### src/ecl_pkg.sv
`default_nettype none
package ecl_pkg;
    localparam int ECL_NPORT = 6;
    localparam int ECL_NSLOT = 11;
    localparam int ECL_CLK_MHZ = 200;

    // word addresses in the configuration memory
    localparam logic [7:0] ECL_W_P5_PHY2_HI = 8'h3A;
    localparam logic [7:0] ECL_W_P4_PHY = 8'h48;
    localparam logic [7:0] ECL_W_P5_PHY = 8'h4A;
    localparam logic [7:0] ECL_W_PM_BASE = 8'h50;

    // configuration register offsets inside one port
    localparam logic [7:0] ECL_CFG_PM_CAP = 8'h40;
    localparam logic [7:0] ECL_CFG_PM_CSR = 8'h44;
    localparam logic [7:0] ECL_CFG_LINK = 8'h78;
    localparam logic [7:0] ECL_CFG_PHY2 = 8'h7C;
    localparam logic [7:0] ECL_CFG_TL = 8'h8C;
    localparam logic [7:0] ECL_CFG_PHY3 = 8'h90;
    localparam logic [7:0] ECL_CFG_DEEMPH = 8'hF0;

    // field positions in the configuration registers
    localparam int ECL_F_PHY2_HI = 16;
    localparam int ECL_F_PHY2_LO = 8;
    localparam int ECL_F_PHY3 = 0;
    localparam int ECL_F_DEEMPH = 6;
    localparam int ECL_F_CMP_DET = 11;
    localparam int ECL_F_DCHG_SEL = 8;
    localparam int ECL_F_NO_SOFT_RST = 3;
    localparam int ECL_F_PM_DATA = 24;
    localparam int ECL_F_AUX_CUR = 22;
    localparam int ECL_F_D1_SUP = 25;
    localparam int ECL_F_D2_SUP = 26;
    localparam int ECL_F_PME_SUP = 28;

    // field positions in the loaded words
    localparam int ECL_S_PHY2_HI = 0;
    localparam int ECL_S_PHY2_LO = 0;
    localparam int ECL_S_PHY3 = 5;
    localparam int ECL_S_DEEMPH = 12;
    localparam int ECL_S_CMP_DET = 13;
    localparam int ECL_S_DCHG_SEL = 14;
    localparam int ECL_S_NO_SOFT_RST = 0;
    localparam int ECL_S_AUX_CUR = 1;
    localparam int ECL_S_D1_SUP = 4;
    localparam int ECL_S_D2_SUP = 5;
    localparam int ECL_S_PME_SUP = 6;
    localparam int ECL_S_PM_DATA = 8;

    // apb map
    localparam logic [11:0] ECL_APB_CTRL = 12'h800;
    localparam logic [11:0] ECL_APB_STAT = 12'h804;
    localparam logic [1:0] ECL_APB_IMG_TOP = 2'h3;
    localparam int ECL_CTRL_RELOAD = 0;
    localparam int ECL_STAT_BUSY = 0;
    localparam int ECL_STAT_DONE = 1;
    localparam int ECL_STAT_ERR = 2;
    localparam int ECL_STAT_NLOAD = 8;

    // memory handshake timeout
    localparam int ECL_ACK_TMO_NS = 100000;
    localparam logic [15:0] ECL_ACK_TMO_CYC = 16'((ECL_ACK_TMO_NS * ECL_CLK_MHZ) / 1000);

    typedef enum logic [1:0] {LD_IDLE, LD_REQ, LD_REL} ecl_ld_e;

    typedef struct packed {
        logic [14:0] phy2_hi;
        logic [4:0] phy2_lo;
        logic [6:0] phy3;
        logic deemph;
        logic cmp_det;
        logic [1:0] data_change_count_select;
        logic no_soft_rst;
        logic [2:0] aux_cur;
        logic d1_sup;
        logic d2_sup;
        logic [1:0] pme_sup;
        logic [7:0] pm_data;
    } ecl_port_s;

    typedef ecl_port_s [ECL_NPORT-1:0] ecl_ports_t;

    localparam ecl_port_s ECL_PORT_RST = '0;
    localparam logic [15:0] ECL_WORD_RST = 16'h0000;
endpackage
`default_nettype wire

### src/ecl_img_mem.sv
`default_nettype none
module ecl_img_mem
    import ecl_pkg::*;
(
    input wire logic pclk,
    input wire logic presetn,
    input wire logic we,
    input wire logic [3:0] waddr,
    input wire logic [15:0] wdata,
    input wire logic [3:0] raddr,
    output logic [15:0] rdata
);
    typedef struct packed {
        logic [15:0][15:0] mem;
        logic [15:0] rd;
    } ecl_mem_s;

    ecl_mem_s q, d;

    always_comb begin
        d = q;
        if (we) begin
            d.mem[waddr] = wdata;
        end
        d.rd = q.mem[raddr];
    end

    always_ff @(posedge pclk or negedge presetn) begin
        if (!presetn) begin
            q <= '0;
        end else begin
            q <= d;
        end
    end

    assign rdata = q.rd;
endmodule
`default_nettype wire

### src/ecl_loader.sv
// Our own choices: the APB register port and the placing of the registers.
`default_nettype none
module ecl_loader
    import ecl_pkg::*;
#(
    parameter logic [15:0] ACK_TMO_CYC = ECL_ACK_TMO_CYC
) (
    input wire logic pclk,
    input wire logic presetn,
    input wire logic psel,
    input wire logic penable,
    input wire logic pwrite,
    input wire logic [11:0] paddr,
    input wire logic [31:0] pwdata,
    output logic [31:0] prdata,
    output logic pready,
    output logic pslverr,
    output logic mem_req,
    output logic [7:0] mem_addr,
    input wire logic mem_ack,
    input wire logic [15:0] mem_word,
    output logic load_done
);
    typedef struct packed {
        ecl_ld_e st;
        logic [3:0] slot;
        logic [15:0] tmo;
        logic start_pend;
        logic done;
        logic err;
        logic [3:0] nloaded;
        logic mem_req;
        logic [7:0] mem_addr;
        logic acc;
        logic pready;
        logic pslverr;
        logic [31:0] prdata;
        ecl_ports_t port;
    } ecl_ld_s;

    ecl_ld_s q, d;

    logic ack_s;
    logic img_we;
    logic [15:0] img_rdata;
    logic busy;
    logic sel_ctl;
    logic sel_stat;
    logic sel_img;
    logic sel_cfg;
    logic need_wait;
    logic wr_done;
    logic [2:0] pidx;
    logic [32:0] cfg_rd;
    logic [31:0] stat_val;

    // word address of each load slot
    function automatic logic [7:0] slot_addr(input logic [3:0] s);
        logic [7:0] a;
        case (s)
            4'h0: a = ECL_W_P5_PHY2_HI;
            4'h1: a = ECL_W_P4_PHY;
            4'h2: a = ECL_W_P5_PHY;
            default: a = ECL_W_PM_BASE + 8'(s - 4'h3);
        endcase
        return a;
    endfunction

    // scatter one loaded word into the port fields
    function automatic ecl_ports_t scatter(input ecl_ports_t pin, input logic [7:0] a, input logic [15:0] w);
        ecl_ports_t p;
        p = pin;
        if (a == ECL_W_P5_PHY2_HI) begin
            p[5].phy2_hi = w[ECL_S_PHY2_HI +: 15];
        end
        if (a == ECL_W_P4_PHY) begin
            p[4].deemph = w[ECL_S_DEEMPH];
            p[4].cmp_det = w[ECL_S_CMP_DET];
            p[4].data_change_count_select = w[ECL_S_DCHG_SEL +: 2];
        end
        if (a == ECL_W_P5_PHY) begin
            p[5].phy2_lo = w[ECL_S_PHY2_LO +: 5];
            p[5].phy3 = w[ECL_S_PHY3 +: 7];
            p[5].deemph = w[ECL_S_DEEMPH];
            p[5].cmp_det = w[ECL_S_CMP_DET];
            p[5].data_change_count_select = w[ECL_S_DCHG_SEL +: 2];
        end
        // ports 0 to 3 share one layout, two words per port
        for (int i = 0; i < 4; i++) begin
            if (a == ECL_W_PM_BASE + 8'(2 * i)) begin
                p[i].no_soft_rst = w[ECL_S_NO_SOFT_RST];
                p[i].aux_cur = w[ECL_S_AUX_CUR +: 3];
                p[i].d1_sup = w[ECL_S_D1_SUP];
                p[i].d2_sup = w[ECL_S_D2_SUP];
                p[i].pme_sup = w[ECL_S_PME_SUP +: 2];
            end
            if (a == ECL_W_PM_BASE + 8'(2 * i + 1)) begin
                p[i].pm_data = w[ECL_S_PM_DATA +: 8];
            end
        end
        return p;
    endfunction

    // compose one configuration register of a port, top bit is the hit flag
    function automatic logic [32:0] cfg_read(input ecl_port_s f, input logic [7:0] off);
        logic [31:0] v;
        logic hit;
        v = '0;
        hit = 1'b1;
        case (off)
            ECL_CFG_PM_CAP: begin
                v[ECL_F_AUX_CUR +: 3] = f.aux_cur;
                v[ECL_F_D1_SUP] = f.d1_sup;
                v[ECL_F_D2_SUP] = f.d2_sup;
                v[ECL_F_PME_SUP +: 2] = f.pme_sup;
            end
            ECL_CFG_PM_CSR: begin
                v[ECL_F_NO_SOFT_RST] = f.no_soft_rst;
                v[ECL_F_PM_DATA +: 8] = f.pm_data;
            end
            ECL_CFG_LINK: begin
                v[ECL_F_CMP_DET] = f.cmp_det;
            end
            ECL_CFG_PHY2: begin
                v[ECL_F_PHY2_HI +: 15] = f.phy2_hi;
                v[ECL_F_PHY2_LO +: 5] = f.phy2_lo;
            end
            ECL_CFG_TL: begin
                v[ECL_F_DCHG_SEL +: 2] = f.data_change_count_select;
            end
            ECL_CFG_PHY3: begin
                v[ECL_F_PHY3 +: 7] = f.phy3;
            end
            ECL_CFG_DEEMPH: begin
                v[ECL_F_DEEMPH] = f.deemph;
            end
            default: begin
                hit = 1'b0;
            end
        endcase
        return {hit, v};
    endfunction

    // memory acknowledge comes from outside the clock domain
    ecl_sync u_ack_sync (
        .pclk(pclk),
        .presetn(presetn),
        .async_in(mem_ack),
        .sync_out(ack_s)
    );

    // image of the raw loaded words, readable over apb
    ecl_img_mem u_img (
        .pclk(pclk),
        .presetn(presetn),
        .we(img_we),
        .waddr(q.slot),
        .wdata(mem_word),
        .raddr(paddr[5:2]),
        .rdata(img_rdata)
    );

    assign img_we = (q.st == LD_REQ) && ack_s;

    // address decode
    always_comb begin
        busy = (q.st != LD_IDLE) || q.start_pend;
        sel_ctl = (paddr == ECL_APB_CTRL);
        sel_stat = (paddr == ECL_APB_STAT);
        sel_img = (paddr[11:10] == ECL_APB_IMG_TOP) && (paddr[9:6] == 4'h0) && (paddr[1:0] == 2'h0)
            && (paddr[5:2] < 4'(ECL_NSLOT));
        pidx = paddr[10:8];
        cfg_rd = '0;
        if (!paddr[11] && (pidx < 3'(ECL_NPORT)) && (paddr[1:0] == 2'h0)) begin
            cfg_rd = cfg_read(q.port[pidx], paddr[7:0]);
        end
        sel_cfg = cfg_rd[32];
        need_wait = (sel_cfg || sel_img) && busy;
        wr_done = psel && penable && q.pready && pwrite;
        stat_val = '0;
        stat_val[ECL_STAT_BUSY] = busy;
        stat_val[ECL_STAT_DONE] = q.done;
        stat_val[ECL_STAT_ERR] = q.err;
        stat_val[ECL_STAT_NLOAD +: 4] = q.nloaded;
    end

    always_comb begin
        d = q;

        // apb slave: one wait state, longer while loading blocks a config or image access
        d.pready = 1'b0;
        d.acc = psel && !q.pready && !q.acc && !need_wait;
        if (q.acc && psel) begin
            d.pready = 1'b1;
            d.pslverr = !(sel_ctl || sel_stat || sel_img || sel_cfg);
            d.prdata = '0;
            if (!pwrite) begin
                if (sel_stat) begin
                    d.prdata = stat_val;
                end else if (sel_img) begin
                    d.prdata = {16'h0000, img_rdata};
                end else if (sel_cfg) begin
                    d.prdata = cfg_rd[31:0];
                end
            end
        end else begin
            // answer stands for one cycle only
            d.pslverr = 1'b0;
            d.prdata = '0;
        end

        // reload request, ignored while a load runs
        if (wr_done && sel_ctl && pwdata[ECL_CTRL_RELOAD] && !busy) begin
            d.start_pend = 1'b1;
        end

        // loader sequence
        case (q.st)
            LD_IDLE: begin
                if (q.start_pend) begin
                    d.start_pend = 1'b0;
                    d.done = 1'b0;
                    d.err = 1'b0;
                    d.nloaded = 4'h0;
                    d.slot = 4'h0;
                    d.tmo = 16'h0000;
                    d.port = {ECL_NPORT{ECL_PORT_RST}};
                    d.mem_req = 1'b1;
                    d.mem_addr = slot_addr(4'h0);
                    d.st = LD_REQ;
                end
            end
            LD_REQ: begin
                d.tmo = q.tmo + 16'h0001;
                if (ack_s) begin
                    d.port = scatter(q.port, q.mem_addr, mem_word);
                    d.nloaded = q.nloaded + 4'h1;
                    d.mem_req = 1'b0;
                    d.tmo = 16'h0000;
                    d.st = LD_REL;
                end else if (q.tmo == ACK_TMO_CYC - 16'h0001) begin
                    d.mem_req = 1'b0;
                    d.err = 1'b1;
                    d.st = LD_IDLE;
                end
            end
            LD_REL: begin
                d.tmo = q.tmo + 16'h0001;
                if (!ack_s) begin
                    d.tmo = 16'h0000;
                    if (q.slot == 4'(ECL_NSLOT - 1)) begin
                        d.done = 1'b1;
                        d.st = LD_IDLE;
                    end else begin
                        d.slot = q.slot + 4'h1;
                        d.mem_addr = slot_addr(q.slot + 4'h1);
                        d.mem_req = 1'b1;
                        d.st = LD_REQ;
                    end
                end else if (q.tmo == ACK_TMO_CYC - 16'h0001) begin
                    d.err = 1'b1;
                    d.st = LD_IDLE;
                end
            end
            default: begin
                d.mem_req = 1'b0;
                d.st = LD_IDLE;
            end
        endcase
    end

    always_ff @(posedge pclk or negedge presetn) begin
        if (!presetn) begin
            q <= '0;
            q.st <= LD_IDLE;
            q.start_pend <= 1'b1;
            q.port <= {ECL_NPORT{ECL_PORT_RST}};
        end else begin
            q <= d;
        end
    end

    assign prdata = q.prdata;
    assign pready = q.pready;
    assign pslverr = q.pslverr;
    assign mem_req = q.mem_req;
    assign mem_addr = q.mem_addr;
    assign load_done = q.done;
endmodule
`default_nettype wire

### src/ecl_sync.sv
`default_nettype none
module ecl_sync
    import ecl_pkg::*;
(
    input wire logic pclk,
    input wire logic presetn,
    input wire logic async_in,
    output logic sync_out
);
    typedef struct packed {
        logic s1;
        logic s2;
        logic s3;
        logic o;
    } ecl_sync_s;

    ecl_sync_s q, d;

    always_comb begin
        d = q;
        d.s1 = async_in;
        d.s2 = q.s1;
        d.s3 = q.s2;
        // a change counts once the second and third stages agree
        if (q.s2 == q.s3) begin
            d.o = q.s3;
        end
    end

    always_ff @(posedge pclk or negedge presetn) begin
        if (!presetn) begin
            q <= '0;
        end else begin
            q <= d;
        end
    end

    assign sync_out = q.o;
endmodule
`default_nettype wire

### config.mk
export PLATFORM = sky130hd
export DESIGN_NAME = ecl_loader
export DESIGN_NICKNAME = d
export VERILOG_FILES = /design/src/ecl_pkg.sv /design/src/ecl_img_mem.sv /design/src/ecl_loader.sv /design/src/ecl_sync.sv
export SDC_FILE = /design/constraint.sdc
export NUM_CORES = 1
export LEC_CHECK = 0
export BUFFER_PORTS_ARGS = -buffer_cell sky130_fd_sc_hd__buf_4
export CAP_MARGIN = 20
export CORE_MARGIN = 3
export CORE_UTILIZATION = 40
export CTS_BUF_LIST = sky130_fd_sc_hd__clkbuf_8
export DETAILED_ROUTE_END_ITERATION = 7
export GPL_TIMING_DRIVEN = 0
export PLACE_DENSITY = 0.62
export SKIP_LAST_GASP = 1
export SYNTH_ARGS = -nofsm -noshare
export SYNTH_HDL_FRONTEND = slang
export SYNTH_HIERARCHICAL = 1
export SYNTH_SLANG_ARGS = --single-unit
### constraint.sdc
create_clock -name pclk -period 3.99 [get_ports pclk]
set_clock_uncertainty 0.05 [all_clocks]
set_input_delay 0.798 -clock pclk [delete_from_list [all_inputs] [get_ports pclk]]
set_output_delay 0.798 -clock pclk [all_outputs]
set_load 0.01 [all_outputs]
==> metrics.yaml <==
sta:
  worst_slew_pin_slew_ns: 1.15
  setup_viol: 0
  maxSlewViolCount: 0
  whs_ns: 0.231
  fin_crit_ns: 3.03
  hold_viol_final: 0
  fmax_mhz: 330
  setup_slack_ns: 0.955
  fin_crit_sh_pct: 76.1
  rsz0062_at_grt: "no"
  max_slew_margin_pct: 22.7
power_and_ir_drop:
  comb_power_share_pct: 8.8
  p_per_area_nw_per_um2: 416
  power_frac_seq_pct: 49.6
  p_sw_share_pct: 24.7
  pwr-share-clk_pct: 41.7
  peakVddDrop_mv: 0.227
  p_leak_nw: 10.9
  p_int_w: 0.00743
  power.total_w: 0.00988
  switching_power_w: 0.00244
floorplanning:
  die_x_um: 233
  rows: 82
  die-area_um2: 54500
  core-area_um2: 50600
  start_util_pct: 40.9
  ios: 110
  die_h_um: 233
outcome:
  outcome: "finished clean"
logic_synthesis:
  ys_ff_latch: 447
  yosysTopAreaCellShare_pct: 54.0
  async_flop_share_pct: 100
  synth_area_um2: 20700
  yosys.area.top_type: "dfrtp_1"
  synth_top_family_by_area: "multiplexers"
  synth-xor-area-share_pct: 0.296
  ys.flop_type: "dfrtp_1"
  synth_area_leaders: "dfrtp_1 (54%), mux2_2 (13%), mux4_2 (8.7%)"
  synth.avg_cell_area_um2: 12.9
  yosysSeqAreaShare_pct: 54.1
  synth_simple_gate_area_share_pct: 9.05
  synthMuxAreaShare_pct: 24.1
  synth.distinct_cells: 70
  synth-compound-area-share_pct: 6.85
  synthAdderAreaFrac_pct: 0.720
  ys_warn_count: 6
  synth_nets: 1679
  syn_inst: 1602
  synth_edf_count: 0
setup_path:
  critPathRequiredTime_ns: 4.40
  r2r-start: "q[354]"
  setup.worst_path.end_class: "flip-flop"
  path_class: "reg2reg"
  slowest_stage: "clkbuf_1"
  cp_max_fo: 10
  path_buf_inv: 5
  cp-startpoint: "q[354]"
  slowest_delay_ns: 0.44
  crit_arrival_ns: 3.45
  cp-start-kind: "flip-flop"
  crit_family: "buffers and inverters"
  crit_chain: "inv_1 -> ha_1 -> buf_2 -> nand3b_1 -> clkbuf_1 -> o21ai_1 -> buf_2 -> nand4_1 -> clkbuf_1 -> o21ai_0"
clock_network:
  cts_sinks: 447
  post_cts_buffers: 0
  numCtsBuffers: 75
  clock_path_buffers: 3
  cts_tree: "built"
  clkTransAtPathRegs_ns: 0.06
  htreeDepth: 3
  clock-root-buffer: "clkbuf_8"
  worstSkewPairLatency_ns: 0.63
global_routing:
  grt_usage_pct: 19.1
  grt_start_max_net_pins: 121
  grt_pass1_vias: 14100
  grt_pass1_wl_mm: 81.2
  grt_overflow: 0
  antenna_found_initial: 0
hold_path:
  hp-class: "in2reg"
  min_from: "mem_ack"
route:
  drt-total-wl_mm: 51.0
  drt-initial-drc-count: 871
  viasPerCell: 5.43
  drc: 0
  vias: 13500
  routedWlPerCell_um: 20.5
  ant_nets: 0
  first_pass_iters: 5
finish:
  area.growth.synth_to_final_pct: 14.8
  num_antenna_cells: 0
  layout.cells.non_filler: 2485
  final_util_pct: 46.9
  layout-drive-gt1-share_pct: 35.8
  layout.nets: 1837
place:
  routabilityCongestion: 0.874
  portBuffers: 76
  dp_slack_ns: 0.602
  hpwl_mm: 36.7
  place_inst: 2354
job:
  cap_viol_max_count: 0
placed cells by master, fill, tap and decap left out, types with 7 or more instances in the layout:
master | netlist | layout
inv_1 | 18 | 40
nand4_1 | 15 | 15
nor2_1 | 32 | 32
mux2_2 | 239 | 239
a21oi_1 | 17 | 17
mux2i_1 | 20 | 20
clkbuf_8 | 0 | 95
buf_2 | 25 | 25
nand3_1 | 104 | 104
a22oi_1 | 47 | 47
nor2b_1 | 7 | 7
dfrtp_1 | 446 | 446
ha_1 | 11 | 11
clkbuf_1 | 65 | 65
buf_1 | 9 | 9
and2_1 | 15 | 15
mux4_2 | 80 | 80
a31oi_1 | 9 | 9
buf_4 | 60 | 135
nand2b_1 | 9 | 9
mux2_4 | 20 | 20
o21ai_0 | 128 | 128
nor3_1 | 10 | 10
buf_6 | 7 | 7
nand2_1 | 108 | 108
synth_stat cells (all sizes together) (4+ instances only):
| cell | n |
|---|---|
| xor2 | 6 |
| o31ai | 6 |
| dfrtp | 446 |
| a32oi | 5 |
| nand3 | 104 |
| clkbuf | 65 |
| inv | 18 |
| mux2i | 20 |
| nor4 | 8 |
| nor3 | 16 |
| buf | 101 |
| a21oi | 17 |
| mux4 | 80 |
| nand4 | 15 |
| o21ai | 130 |
| a22oi | 47 |
| mux2 | 259 |
| nor2 | 38 |
| nand3b | 6 |
| nor4b | 4 |
| a31oi | 9 |
| or3 | 5 |
| nor2b | 7 |
| and2 | 15 |
| nand2b | 10 |
| nand2 | 109 |
| ha | 11 |
cell families after synthesis:
group / Yosys count
XOR/XNOR: 7
adder cells (fa/ha/maj): 12
flip-flops: 447
buffers and inverters: 184
AO/OA/AOI/OAI: 235
other: 1
multiplexers: 359
AND/OR/NAND/NOR: 357
timing repair:
item                                   CTS  global route
endpoints found under the hold margin    8             0
hold buffers                             1             0
gates resized for setup                  0             0
layout make-up:
class                   count  area [µm²]
inverters                  18        67.6
clock inverters            35         215
fillers                  4543       26800
well taps                 672         841
multi-input cells         971        8500
flip-flops and latches    447       11200
repair buffers             81         698
plain buffers             166         932
clock buffers              95        1310
registers in the layout (all words and copies together), names as in the netlist:
signal / flops
pready: 1
mem_addr: 7
pslverr: 1
q: 128
u_img/q: 256
mem_req: 1
load_done: 1
u_ack_sync/sync_out: 1
u_img/rdata: 16
u_ack_sync/q: 1
prdata: 32
u_ack_sync/d: 2
power groups by stage:
stage / Clock [W] / Combinational (W) / Sequential, W
2_1_floorplan: 0 / 0.000538 / 0.00492
3_3_place_gp: 0 / 0.000832 / 0.00496
3_5_place_dp: 0 / 0.000873 / 0.00497
4_1_cts: 0.00424 / 0.000873 / 0.00489
5_1_grt: 0.00445 / 0.000947 / 0.00492
6_report: 0.00412 / 0.000864 / 0.00490
layer usage:
layer	vias up	GRT usage [%]	routed length, µm
met5	-	0	0
met4	0	6.12	1420
met3	87	3.93	2740
met2	340	30.3	23900
met1	6944	26.4	22900
li1	6123	-	-
through the flow:
stage,area [µm²],setup TNS (ns)
after CTS,23700,0
after detailed placement,22200,0
after global routing,23700,0
after global placement,22100,-1036.55
after floorplan,20700,0
final,23700,0
worst paths after layout:
kind                              endpoint  slack [ns]  cells after the start
hold reg to reg            u_ack_sync/d[1]        0.30                      0
hold / removal             u_ack_sync/d[2]        0.23                      1
setup reg to reg                    q[103]        0.96                     10
setup / recovery                    q[103]        0.96                     10
min in group asynchronous           q[339]        0.61                      2
max in group asynchronous     u_img/q[199]        1.47                      5
No activity file was read; power rests on OpenSTA's default activity.
